## src/core/fcs_cfg.svh

```systemverilog
// Register map, field positions, reset values and frequency codes
// for the fan setup register bank. Definitions only.
`ifndef FCS_CFG_SVH
`define FCS_CFG_SVH

`define FCS_ADDR_ENH 8'h45
`define FCS_ADDR_PRC 8'h4A
`define FCS_ADDR_SPIN 8'h4B
`define FCS_ADDR_DUTY 8'h4C
`define FCS_ADDR_FREQ 8'h4D
`define FCS_ADDR_LOFS 8'h4E
`define FCS_ADDR_LUT_LO 8'h4F
`define FCS_ADDR_LUT_HI 8'h67
`define FCS_ADDR_TRUE 8'h30
`define FCS_ADDR_SLSB 8'h10
`define FCS_ADDR_POR 8'h33
`define FCS_ADDR_CONF 8'h03
`define FCS_ADDR_CONF_M 8'h09

`define FCS_RST_ENH 8'h00
`define FCS_RST_PRC 8'h20
`define FCS_RST_SPIN 8'h3F
`define FCS_RST_FREQ 8'h17
`define FCS_RST_DUTY 8'h00
`define FCS_RST_LOFS 8'h00
`define FCS_RST_TRUE 8'h02
`define FCS_RST_CONF 8'h00

`define FCS_BIT_PGM 5
`define FCS_BIT_CLKSEL 3
`define FCS_BIT_SFBE 6
`define FCS_BIT_LUT_RESOLUTION_EXTEND 5
`define FCS_BIT_HIRES 4
`define FCS_BIT_NRDY 7

`define FCS_MASK_ENH 8'h7F
`define FCS_MASK_PRC 8'h3B
`define FCS_MASK_SPIN 8'h3F
`define FCS_MASK_FREQ 8'h1F
`define FCS_MASK_DUTY_LO 8'h3F
`define FCS_MASK_DUTY_HI 8'hFF
`define FCS_MASK_SLSB_FILT 8'h18

// Frequency code 0x17 with the fast clock deselected gives 22.5 kHz
`define FCS_FREQ_HIGHRES 5'h17
`define FCS_LUT_DEPTH 25

`endif

```

## src/core/fcs_pkg.sv

```systemverilog
// Types for the fan setup register bank.
package fcs_pkg;
    typedef struct packed {
        logic       we;
        logic       re;
        logic [7:0] addr;
        logic [7:0] wdata;
    } fcs_req_t;

    typedef struct packed {
        logic       valid;
        logic [7:0] rdata;
    } fcs_rsp_t;

    typedef struct packed {
        logic       program_enable;
        logic       pwm_fast_clock;
        logic       signed_filter_bits_enable;
        logic       lut_resolution_extend;
        logic       high_res_active;
        logic [7:0] duty;
    } fcs_ctrl_t;
endpackage

```

## src/core/fcs_addr_map.sv

```systemverilog
// Folds mirrored addresses onto their primary register address.
// Assumes a plain 8-bit register address from the bus decoder.
`timescale 1ns/100ps
`default_nettype none
`include "fcs_cfg.svh"
module fcs_addr_map
    import fcs_pkg::*;
(
    input wire logic [7:0] addr_in, // Address as issued
    output logic [7:0] addr_out     // Primary address
);
    // Mirror pairs: (09)->03, (0A)->04, (0B)->05, (0D)->07, (0E)->08
    wire logic is_mirror;
    assign is_mirror = (addr_in == 8'h09) || (addr_in == 8'h0A) || (addr_in == 8'h0B)
        || (addr_in == 8'h0D) || (addr_in == 8'h0E);
    assign addr_out = is_mirror ? (addr_in - 8'h06) : addr_in; // [RULE12]
endmodule
`default_nettype wire

```

## src/core/fcs_regbank.sv

```systemverilog
// Fan setup register bank: enhanced configuration, fan/PWM setup registers,
// program-enable write gate, mirrored addresses and lookup table storage.
// Assumes a serial bus slave in front delivering one-cycle read/write strobes.
//
// Operation
// RULE1: Host waits until power-on not-ready flag is clear before fan setup.
// RULE2: Host selects diode compensation mode in register 30 bit 1.
// RULE3: Host writes tach options, PWM clock select and polarity in 4A.
// RULE4: Host programs spin-up behaviour in register 4B bits 0 to 5.
// RULE5: Host writes PWM frequency bits 0 to 4 of register 4D.
// RULE6: Smoothing and extended duty resolution work only at 22.5 kHz.
// RULE7: Host writes either the lookup table and offset, or duty value.
// RULE8: Duty value uses bits 0-5, or 0-7 with extended resolution.
// RULE9: Host ends lookup-table setup by clearing program enable.
// RULE10: Fan setup registers accept writes only while program enable is set.
// RULE11: After setup, remaining registers may be written in any order.
// RULE12: Mirrored addresses reach the same register for reads and writes.
// RULE13: Enhanced configuration bit 7 always reads zero.
// RULE14: Signed low byte bits 4:3 read zero unless filter bits enabled.
// RULE15: Enhanced bit 5 selects 7-bit or 8-bit lookup temperature resolution.
`timescale 1ns/100ps
`default_nettype none
`include "fcs_cfg.svh"
module fcs_regbank
    import fcs_pkg::*;
#(
    parameter int LUT_DEPTH = `FCS_LUT_DEPTH
)(
    input wire logic clk,              // 100 MHz clock
    input wire logic sys_rst,          // Synchronous reset, active high
    input wire fcs_req_t req,          // Register request strobes
    input wire logic not_ready,        // Power-on not-ready, same domain
    input wire logic filter_on,        // Digital filter enabled
    input wire logic [7:0] slsb_raw,   // Raw remote signed temperature low byte
    input wire logic [7:0] lut_temp,   // Remote temp for lookup, 0.5 C LSB
    output fcs_rsp_t rsp,              // Read answer, one cycle after strobe
    output fcs_ctrl_t ctrl,            // Fan control settings
    output logic [7:0] lut_index_temp  // Temperature as lookup-table compares it
);
    logic [7:0] enh, prc, spin, freq, duty, lofs, trut, conf;
    logic [7:0] lut_mem [LUT_DEPTH];
    logic [7:0] por_status;
    wire logic [7:0] addr;

    fcs_addr_map u_map (
        .addr_in(req.addr),
        .addr_out(addr)
    );

    wire logic pgm = prc[`FCS_BIT_PGM];
    wire logic wr = req.we;
    wire logic fan_wr = wr && pgm; // [RULE10]
    wire logic hit_enh = (addr == `FCS_ADDR_ENH);
    wire logic hit_prc = (addr == `FCS_ADDR_PRC);
    wire logic hit_spin = (addr == `FCS_ADDR_SPIN);
    wire logic hit_freq = (addr == `FCS_ADDR_FREQ);
    wire logic hit_duty = (addr == `FCS_ADDR_DUTY);
    wire logic hit_lofs = (addr == `FCS_ADDR_LOFS);
    wire logic hit_true = (addr == `FCS_ADDR_TRUE);
    wire logic hit_conf = (addr == `FCS_ADDR_CONF);
    wire logic hit_lut = (addr >= `FCS_ADDR_LUT_LO) && (addr <= `FCS_ADDR_LUT_HI);
    wire logic [7:0] lut_off = addr - `FCS_ADDR_LUT_LO;

    // Extended duty resolution only exists at the 22.5 kHz setting
    wire logic at_highres_freq = (freq[4:0] == `FCS_FREQ_HIGHRES) && !prc[`FCS_BIT_CLKSEL];
    wire logic hires = enh[`FCS_BIT_HIRES] && at_highres_freq; // [RULE6]
    wire logic [7:0] duty_mask = hires ? `FCS_MASK_DUTY_HI : `FCS_MASK_DUTY_LO; // [RULE8]

    // 4A bit 5 itself must stay writable or program enable could never be set again once cleared
    wire logic [7:0] next_prc = (prc & ~`FCS_MASK_PRC) | (req.wdata & `FCS_MASK_PRC)
        | {2'b00, req.wdata[`FCS_BIT_PGM], 5'b00000};
    wire logic [7:0] prc_keep = {prc[7:6], 1'b0, prc[4:0]};
    wire logic [7:0] next_prc_w = pgm ? next_prc : (prc_keep | {2'b00, req.wdata[5], 5'b0});

    // Read-side views
    wire logic [7:0] enh_rd = enh & `FCS_MASK_ENH; // [RULE13]
    wire logic [7:0] slsb_rd = (enh[`FCS_BIT_SFBE] && filter_on) ? slsb_raw
        : (slsb_raw & ~`FCS_MASK_SLSB_FILT); // [RULE14]

    logic [7:0] rd_mux;
    always_comb begin
        rd_mux = 8'h00;
        case (1'b1)
            hit_enh: rd_mux = enh_rd;
            hit_prc: rd_mux = prc;
            hit_spin: rd_mux = spin;
            hit_freq: rd_mux = freq;
            hit_duty: rd_mux = duty & duty_mask;
            hit_lofs: rd_mux = lofs;
            hit_true: rd_mux = trut;
            hit_conf: rd_mux = conf;
            hit_lut: rd_mux = lut_mem[lut_off[4:0]];
            (addr == `FCS_ADDR_SLSB): rd_mux = slsb_rd;
            (addr == `FCS_ADDR_POR): rd_mux = por_status;
            default: rd_mux = 8'h00;
        endcase
    end

    // Lookup compare temperature: whole degrees unless extended
    wire logic [7:0] next_lut_temp = enh[`FCS_BIT_LUT_RESOLUTION_EXTEND] ? lut_temp
        : {1'b0, lut_temp[7:1]}; // [RULE15]

    always_ff @(posedge clk) begin
        por_status <= {not_ready, 7'h00};
    end

    always_ff @(posedge clk) begin
        if (sys_rst) begin
            enh <= `FCS_RST_ENH;
            prc <= `FCS_RST_PRC;
            spin <= `FCS_RST_SPIN;
            freq <= `FCS_RST_FREQ;
            duty <= `FCS_RST_DUTY;
            lofs <= `FCS_RST_LOFS;
        end else begin
            if (hit_prc && wr) prc <= next_prc_w;
            if (hit_enh && fan_wr) enh <= req.wdata & `FCS_MASK_ENH; // [RULE10]
            if (hit_spin && fan_wr) spin <= req.wdata & `FCS_MASK_SPIN;
            if (hit_freq && fan_wr) freq <= req.wdata & `FCS_MASK_FREQ;
            if (hit_duty && fan_wr) duty <= req.wdata & duty_mask; // [RULE8]
            if (hit_lofs && fan_wr) lofs <= req.wdata;
        end
    end

    // Lookup table has no reset; host loads it during setup
    always_ff @(posedge clk) begin
        if (hit_lut && fan_wr) lut_mem[lut_off[4:0]] <= req.wdata;
    end

    always_ff @(posedge clk) begin
        if (sys_rst) begin
            trut <= `FCS_RST_TRUE;
            conf <= `FCS_RST_CONF;
        end else begin
            if (hit_true && wr) trut <= req.wdata; // [RULE2]
            if (hit_conf && wr) conf <= req.wdata; // [RULE12]
        end
    end

    always_ff @(posedge clk) begin
        if (sys_rst) begin
            rsp <= '0;
            ctrl <= '0;
            lut_index_temp <= 8'h00;
        end else begin
            rsp.valid <= req.re;
            rsp.rdata <= req.re ? rd_mux : 8'h00;
            ctrl.program_enable <= pgm;
            ctrl.pwm_fast_clock <= prc[`FCS_BIT_CLKSEL];
            ctrl.signed_filter_bits_enable <= enh[`FCS_BIT_SFBE];
            ctrl.lut_resolution_extend <= enh[`FCS_BIT_LUT_RESOLUTION_EXTEND];
            ctrl.high_res_active <= hires; // [RULE6]
            ctrl.duty <= duty & duty_mask;
            lut_index_temp <= next_lut_temp;
        end
    end
endmodule
`default_nettype wire

```

## config.mk

```make
export PLATFORM = sky130hd
export DESIGN_NAME = fcs_regbank
export DESIGN_NICKNAME = d
export VERILOG_FILES = /design/src/core/fcs_pkg.sv /design/src/core/fcs_addr_map.sv /design/src/core/fcs_regbank.sv
export VERILOG_INCLUDE_DIRS = /design/src /design/src/core
export SDC_FILE = /design/constraint.sdc
export NUM_CORES = 1
export LEC_CHECK = 0
export ABC_CLOCK_PERIOD_IN_PS = 7100
export BUFFER_PORTS_ARGS = -buffer_cell sky130_fd_sc_hd__buf_2
export CAP_MARGIN = 10
export CELL_PAD_IN_SITES_DETAIL_PLACEMENT = 0
export CELL_PAD_IN_SITES_GLOBAL_PLACEMENT = 1
export CORE_MARGIN = 3
export CORE_UTILIZATION = 30
export CTS_CLUSTER_DIAMETER = 200
export CTS_CLUSTER_SIZE = 14
export DETAILED_ROUTE_END_ITERATION = 7
export GPL_TIMING_DRIVEN = 0
export PLACE_DENSITY = 0.55
export SLEW_MARGIN = 10
export SYNTH_ARGS = -nofsm -noshare
export SYNTH_HDL_FRONTEND = slang
export SYNTH_HIERARCHICAL = 1
export SYNTH_SLANG_ARGS = --single-unit
```

## constraint.sdc

```tcl
create_clock -name clk -period 7.1 [get_ports clk]
set_clock_uncertainty 0.2 [all_clocks]
set_input_delay 1.065 -clock clk [delete_from_list [all_inputs] [get_ports clk]]
set_output_delay 1.065 -clock clk [all_outputs]
set_load 0.02 [all_outputs]
```

==> Yosys cells after proc, flatten, opt, wreduce, memory -nomap -nowiden <==
Memory sizes are Yosys's and may differ from the RTL's.
Cells that the tools add are included.
{ "totals": {"reg_bits": 89, "latchBits": 0, "mem_bits_rw": 200, "mem_bits_ro": 0, "in_bits": 38, "output_inout_bits": 30, "wordCells": 88, "mem_count": 1} }
{ "op_classes": {"addsub": 2, "multipliers": 0, "n_div": 0, "order_cmp": 2, "eq_ne": 16, "shifts": 0, "n_mux": 18, "bitwise": 7, "n_reduce_logical": 22} }
{ "mem_list": {"columns": ["name", "words", "width", "read_ports", "rd_ports_with_merged_regs", "wr", "line_no", "text"], "rows": [
  ["lut_mem", 25, 8, 1, 0, 1, "fcs_regbank.sv:41", "logic [7:0] lut_mem [LUT_DEPTH];"]
]} }
{ "op_table": {"columns": ["op", "n"], "rows": [
  ["8-bit two-way mux", 13],
  ["8-bit by 7-bit equality test with 1-bit output, second input constant", 6],
  ["8-bit by 4-bit equality test with 1-bit output, second input constant", 5],
  ["8-bit by 6-bit bitwise OR with 8-bit output", 3],
  ["8-bit bitwise AND", 2],
  ["8-bit by 6-bit equality test with 1-bit output, second input constant", 2],
  ["1-bit logical AND", 14],
  ["7-bit two-way mux", 2],
  ["8-bit by 2-bit equality test with 1-bit output, second input constant", 1],
  ["8-bit by 5-bit equality test with 1-bit output, second input constant", 1],
  ["8-bit by 7-bit >= comparator with 1-bit output, second input constant", 1],
  ["8-bit by 7-bit less-or-equal comparator with 1-bit output, second input constant", 1],
  ["8-bit by 3-bit subtractor with 8-bit output, second input constant", 1],
  ["5-bit equality test, second input constant", 1],
  ["5-bit two-way mux", 1],
  ["5-bit by 4-bit subtractor with 5-bit output, second input constant", 1],
  ["1-bit logical OR", 4],
  ["2-bit OR reduction", 2],
  ["3-bit OR reduction", 1],
  ["1-bit two-way mux", 2],
  ["1-bit NOT", 2],
  ["1-bit zero test", 1]
]} }

==> Depth between registers and ports, before layout <==
Gate-level depths: netlist of run 1.
{ "depth": {"ltp_word": 18, "ltp_mapped": 15, "depth_no_buf": 10} }

==> By module <==
Netlist of run 1, hierarchy kept.
{ "by_module_without_submodules": {"columns": ["module", "n_inst", "cells_each", "area_each_um2", "seq_area_each_um2"], "rows": [
  ["fcs_regbank", 1, 887, 12104.1, 7727.4],
  ["fcs_addr_map", 1, 19, 142.6, 0.0]
]} }

==> Worst setup path after synthesis of run 1 <==
No wires, ideal clock.
{ "synth_path": {"path_type": "input to register", "startpoint": "in req[12] (netlist name)", "endpoint": "mem lut_mem[7][0], enable pin", "setup_time_ps": 370, "arrival_time_ps": 4056, "required_ps": 6530, "slack_ps": 2474, "path_stages": 12, "n_path_buf": 3, "path_cell_list": "nor4_4 nand2_2 mux2i_1 ha_1 buf_4 nand3_4 a2111oi_4 buf_2 and2_0 clkbuf_1 nand2_1 nor2_1"} }
{ "synth_via": {"elab_chain_len": 11, "word_cells_on_any_way": 18, "cone_classes": "2 x add/sub; 2 x order compare; 5 x eq/ne; 3 x mux; 6 x reduce/logical"} }
{ "synth_lines": {"columns": ["element", "line_no", "text"], "rows": [
  ["start: declaration", "fcs_regbank.sv:31", "input wire fcs_req_t req,"],
  ["8-bit by 4-bit equality test with 1-bit output", "fcs_addr_map.sv:14", "assign is_mirror = (addr_in == 8'h09) || (addr_in == 8'h0A) || (addr_in == 8'h0B)"],
  ["1-bit logical OR (2 in a row)", "fcs_addr_map.sv:14", null],
  ["1-bit logical OR", "fcs_addr_map.sv:15", "|| (addr_in == 8'h0D) || (addr_in == 8'h0E);"],
  ["1-bit logical OR *", "fcs_addr_map.sv:15", null],
  ["8-bit two-way mux *", "fcs_addr_map.sv:16", "assign addr_out = is_mirror ? (addr_in - 8'h06) : addr_in;"],
  ["named net addr[1]", "fcs_regbank.sv:43", "wire logic [7:0] addr;"],
  ["8-bit by 7-bit >= comparator with 1-bit output (no line) or 8-bit by 7-bit less-or-equal comparator with 1-bit output (tied branches)", null, null],
  ["1-bit logical AND", "fcs_regbank.sv:61", "wire logic hit_lut = (addr >= `FCS_ADDR_LUT_LO) && (addr <= `FCS_ADDR_LUT_HI);"],
  ["1-bit logical AND", "fcs_regbank.sv:127", "if (hit_lut && fan_wr) lut_mem[lut_off[4:0]] <= req.wdata;"],
  ["1-bit two-way mux", "fcs_regbank.sv:127", null],
  ["1-bit two-way mux (implied by the code)", "fcs_regbank.sv:127", null],
  ["end: declaration", "fcs_regbank.sv:41", null]
]} }
The timed path passes the listed nets; every way through them passes the cells marked *.

==> Final worst setup path of run 1 <==
{ "layout_path": {"startpoint": "in req[12] (netlist name)", "endpoint": "reg rsp[4] (netlist name)"} }
{ "layout_via": {"elab_chain_len": 17, "word_cells_on_any_way": 35, "cone_classes": "2 x add/sub; 2 x order compare; 14 x eq/ne; 11 x mux; 5 x reduce/logical; 1 x memory"} }
{ "layout_lines": {"columns": ["element", "line_no", "text"], "rows": [
  ["8-bit by 4-bit equality test with 1-bit output", "fcs_addr_map.sv:14", null],
  ["1-bit logical OR (2 in a row)", "fcs_addr_map.sv:14", null],
  ["1-bit logical OR", "fcs_addr_map.sv:15", null],
  ["1-bit logical OR *", "fcs_addr_map.sv:15", null],
  ["8-bit two-way mux *", "fcs_addr_map.sv:16", null],
  ["named net addr[1]", "fcs_regbank.sv:43", null],
  ["5-bit by 4-bit subtractor with 5-bit output (no line), or another cell as far along", null, null],
  ["memory 25 x 8 bit, or another cell as far along", null, null],
  ["8-bit two-way mux (8 in a row)", "fcs_regbank.sv:83", "case (1'b1)"],
  ["7-bit two-way mux *", "fcs_regbank.sv:83", null],
  ["end: declaration", "fcs_regbank.sv:36", "output fcs_rsp_t rsp,"]
]} }
Marks and branches as above.
A chain may end at the register's enable or synchronous reset.

==> results of run 1 <==
## through the flow
step / setup WS, ns / cell area, µm² / std cells
after floorplan: 2.47 / 12200 / 906
after detailed placement: 0.456 / 13200 / 1498
after global placement: 0.399 / 13200 / 1498
after CTS: 1.02 / 13900 / 1527
final: 0.871 / 13900 / 1527
after global routing: 0.761 / 13900 / 1527
## layout make-up
class | count | share of cell area
inverter | 24 | 0.00649
multi-input combinational | 536 | 0.296
timing repair buffer | 67 | 0.0241
tap | 525 | 0.0473
clock buffer | 27 | 0.0441
buffer | 60 | 0.0233
sequential | 286 | 0.556
clock inverter | 2 | 0.00279
## registers in the layout, summed over array words and instances (netlist names)
name,count
duty,8
rsp,9
prc,5
conf,8
lut_index_temp,8
lut_mem,200
trut,8
spin,6
enh,7
por_status,1
freq,5
ctrl,13
lofs,8
## worst max-delay path by stage
stage	from	to	cells after the start
after floorplan	req[12]	lut_mem[7][0]	12
after global placement	req[12]	rsp[4]	14
after detailed placement	req[12]	rsp[4]	14
after CTS	req[12]	rsp[4]	14
after global routing	req[12]	rsp[4]	14
final	req[12]	rsp[4]	14
## logic make-up (layout without fill, tap and decap cells)
group | count (synthesis) | after routing | synth area share
AO/OA/AOI/OAI | 166 | 166 | 0.0940
adder cells (fa/ha/maj) | 6 | 6 | 0.00613
AND/OR/NAND/NOR | 286 | 286 | 0.120
flip-flops | 286 | 286 | 0.631
buffers and inverters | 84 | 180 | 0.0338
XOR/XNOR | 7 | 7 | 0.00623
multiplexers | 71 | 71 | 0.109
## layout by cell type (no fill, tap or decap), types with 24 or more instances in the layout
cell type,synthesis,final
o21ai_0,28,28
nor2_1,67,67
nand3_1,37,37
edfxtp_1,200,200
a21oi_1,57,57
nand2_1,80,80
nor2b_1,24,24
clkbuf_1,30,33
buf_2,8,75
mux4_2,42,42
dfxtp_1,86,86
clkbuf_16,0,24
## power breakdown
part	switching [mW]	internal, mW
Clock	0.595	0.611
Sequential	0.00163	1.79
Combinational	0.191	0.0932
Total	0.788	2.49
## critical path: stages
cell	delay, ns
buf_2	0.12
nor4_4	0.36
nand2_2	0.10
mux2i_1	0.76
inv_1	0.20
ha_1	0.50
buf_4	0.29
buf_4	0.29
clkbuf_1	0.72
mux4_2	0.45
o21ai_0	0.16
o21ai_0	0.22
nor4_1	0.86
o21ai_0	0.26
## per-layer routing
| layer | GRT usage | share of wire |
|---|---|---|
| met4 | 0.0393 | 0.022 |
| met5 | 0 | 0 |
| met2 | 0.262 | 0.46 |
| met1 | 0.237 | 0.47 |
| met3 | 0.0247 | 0.048 |
==> results.toml, run 1 <==
[clocking]
cts_sinks = 286
numCtsBuffers = 24
insertion_delay_ns = 0.56
cts.clk_slew.worst_paths_ns = 0.07
clock_path_buffers = 3
clock-root-buffer = "clkbuf_16"
cts_resized = 0
cts_tree = "yes"
h-tree-depth = 1
post_cts_buffers = 0
hold_buffers = 0

[timing]
finalHoldViolations = 0
drv_slew = 0
tightest_slew_ns = 0.992
finalSetupViolCount = 0
slew_headroom = 0.320
clock.fmax_ghz = 0.161
grt_setup_unrepaired = "false"
fin_crit_ns = 6.23
period_share = 0.877
hold_slack_ns = 0.253
setup-tns-final_ns = 0

[run]
drv_cap = 0

[route]
finalWirelength_mm = 36.3
drt_first_iter_violations = 601
wire_per_inst_um = 23.8
routed-via-count = 7833
drc = 0
vias_per_cell = 5.13
antenna_left = 0
drt_first_pass_iters = 4

[critical_path]
reg2reg_to = "lut_mem[10][7]"
worstPathRequired_ns = 7.28
startpoint_type = "input pin"
reg2reg_from = "prc[5]"
worstSetupPathType = "in2reg"
worst-endpoint-arrival_ns = 6.41
crit_path_max_fanout = 10
rr_worst_depth = 6
end_kind = "register"
reg2reg_slack_ns = 4.01

[global_route]
grt_antenna_before_repair = 0
overflow = 0
grt_pass1_wl_mm = 53.1
grt_max_degree = 33
grt_pass1_vias = 7756
grt_usage = 0.164

[synthesis]
yosys-top-cells-area = "edfxtp_1, dfxtp_1, mux4_2, nand2_1, a21oi_1"
syn_nets = 950
synth_common_cells = "edfxtp_1, dfxtp_1, nand2_1"
ys.flop_type = "edfxtp_1"
ys.warnings.count = 6
netlist.area_leader.share = 0.490
ys_seq_area_frac = 0.631
synth_cell_types = 83
ys_ff_latch = 286
yosys.area.top_type = "edfxtp_1"
syn_inst = 906
synth.cell_area_um2 = 12200
syn_avg_cell_area_um2 = 13.5
synth_edf_count = 200
yosys.cell_count.top_type = "edfxtp_1"
async_flop_share = 0

[hold_path]
hold_class = "reg2reg"
min_from = "conf[7]"
holdPathStages = 2
holdPathEnd = "conf[7]"

[layout]
diodes = 0
seqCellArea_um2 = 7730
postLayoutCoreUtil = 0.347
fillers = 3982
area_growth_pct = 13.4
nets = 1043
final_layout_size_suffix_gt1_frac = 0.180
multi_input_area_um2 = 4110

[outcome]
outcome = "finished clean"

[place]
dp_hpwl_mm = 25.0
place.gp.congestion = 0.868
io_buffers = 67

[power_and_ir_drop]
total_power_mw = 3.28
worst_ir_drop_vdd_mv = 0.158
leakage_nw = 4.63
p_per_area_nw_per_um2 = 236

[floorplan]
coreArea_um2 = 40000
die_w_um = 208
start_util = 0.306
design.die.area_um2 = 43300
die_h_um = 208
rows = 73
ioPinCount = 68
No activity file was read; power rests on OpenSTA's default activity.
==> inputs of run 2 (changes only) <==
- CTS_BUF_LIST: not set -> sky130_fd_sc_hd__clkbuf_4
==> results.toml, run 2 (synthesis gave the netlist of run 1 again) <==
[global_route]
grt_pass1_wl_mm = 53.1
grt_pass1_vias = 7766
overflow = 0
grt_antenna_before_repair = 2
grt_usage = 0.164
grt_max_degree = 33

[route]
wire_per_inst_um = 23.8
wl_met1_mm = 17.3
top_layer = "met5"
drc = 0
finalWirelength_mm = 36.4
vias_per_cell = 5.16
drt_first_iter_violations = 620
drt_first_pass_iters = 7
wl_met3_mm = 1.71
antenna_left = 0
dr_wl_met2_mm = 16.6
routed-via-count = 7889

[timing]
period_share = 0.856
slew_headroom = 0.292
finalSetupViolCount = 0
grt_setup_unrepaired = "false"
finalHoldViolations = 0
fin_crit_ns = 6.08
setup-tns-final_ns = 0
tightest_slew_ns = 1.03
drv_slew = 0
clock.fmax_ghz = 0.165

[critical_path]
crit_path_max_fanout = 10
critPathMostFrequentCell = "o21ai_0"
worstSetupPathType = "in2reg"
startpoint = "req[12]"
worstPathRequired_ns = 7.50
worst-endpoint-arrival_ns = 6.48
crit_path_max_incr_delay_ns = 0.83
reg2reg_from = "prc[5]"
cpMaxStageDelayCell = "nor4_1"
critPathBufInv = 5
end_kind = "register"
startpoint_type = "input pin"
critical-path-top-delay-family = "buffers and inverters"
worstPathCellList = "buf_2 > nor4_4 > nand2_2 > mux2i_1 > inv_1 > ha_1 > buf_4 > buf_4 > clkbuf_1 > mux4_2 > o21ai_0 > o21ai_0 > nor4_1 > o21ai_0"

[clocking]
clock-root-buffer = "clkbuf_4"
cts.clk_slew.worst_paths_ns = 0.15
clock_path_buffers = 3
hold_buffers = 0
cts_tree = "yes"
h-tree-depth = 1
post_cts_buffers = 0
insertion_delay_ns = 0.75
cts_resized = 0
cts_sinks = 286
numCtsBuffers = 24

[hold_path]
hold_class = "in2reg"
min_from = "not_ready"

[floorplan]
start_util = 0.306
die_h_um = 208
design.die.area_um2 = 43300
die_w_um = 208
ioPinCount = 68
coreArea_um2 = 40000
rows = 73

[layout]
area_growth_pct = 9.92
final_layout_size_suffix_gt1_frac = 0.183
largest_reg_flops = 200
postLayoutCoreUtil = 0.336
final_common_cell = "edfxtp_1"
final_cell_mix = "edfxtp_1, dfxtp_1, nand2_1, buf_2, nor2_1"
stdcell_area_um2 = 13500
fillers = 4036
nets = 1043

[place]
place.gp.congestion = 0.868
post_dp_cell_area_um2 = 13200
dp_hpwl_mm = 25.0
io_buffers = 67

[run]
drv_cap = 0

[power_and_ir_drop]
p_per_area_nw_per_um2 = 206
leakage_nw = 4.45
worst_ir_drop_vdd_mv = 0.117

[outcome]
outcome = "finished clean"
run 2: changes by cell type in the layout (fill, tap and decap cells not counted), sizes merged:
cell,change
diode,+1
run 2: area by class of cell:
class | count | area, µm² | share of cell area
sequential | 286 | 7730 | 0.574
timing repair buffer | 67 | 335 | 0.0249
tap | 525 | 657 | 0.0488
antenna | 1 | 2.50 | 0.000186
inverter | 24 | 90.1 | 0.00669
multi-input combinational | 536 | 4110 | 0.305
clock inverter | 2 | 17.5 | 0.00130
clock buffer | 27 | 203 | 0.0151
buffer | 60 | 324 | 0.0241
run 2: power breakdown:
group	total (mW)	internal (mW)	switching, mW
Combinational	0.284	0.0932	0.191
Sequential	1.79	1.79	0.00163
Clock	0.704	0.179	0.525
Total	2.78	2.06	0.718
run 2: per-stage QoR:
step	worst slack [ns]	hold WS (ns)	std cells	power [mW]
after floorplan	2.47	0.229	906	1.99
after global placement	0.399	0.241	1498	2.11
after detailed placement	0.456	0.246	1498	2.11
after CTS	1.28	0.123	1527	2.81
after global routing	1.02	0.130	1528	2.88
final	1.02	0.194	1528	2.78
run 2: final timing paths:
kind	to	slack, ns	cells past startpoint
setup / recovery	rsp[4]	1.02	14
hold / removal	por_status[7]	0.19	1
setup reg to reg	lut_mem[10][4]	3.95	6
hold reg to reg	conf[7]	0.26	2
run 2: routing by layer:
layer  GRT usage  vias to the layer above
li1            -                     3625
met1       0.237                     4011
met2       0.262                      206
met3      0.0249                       45
met4      0.0384                        2
met5           0                        -
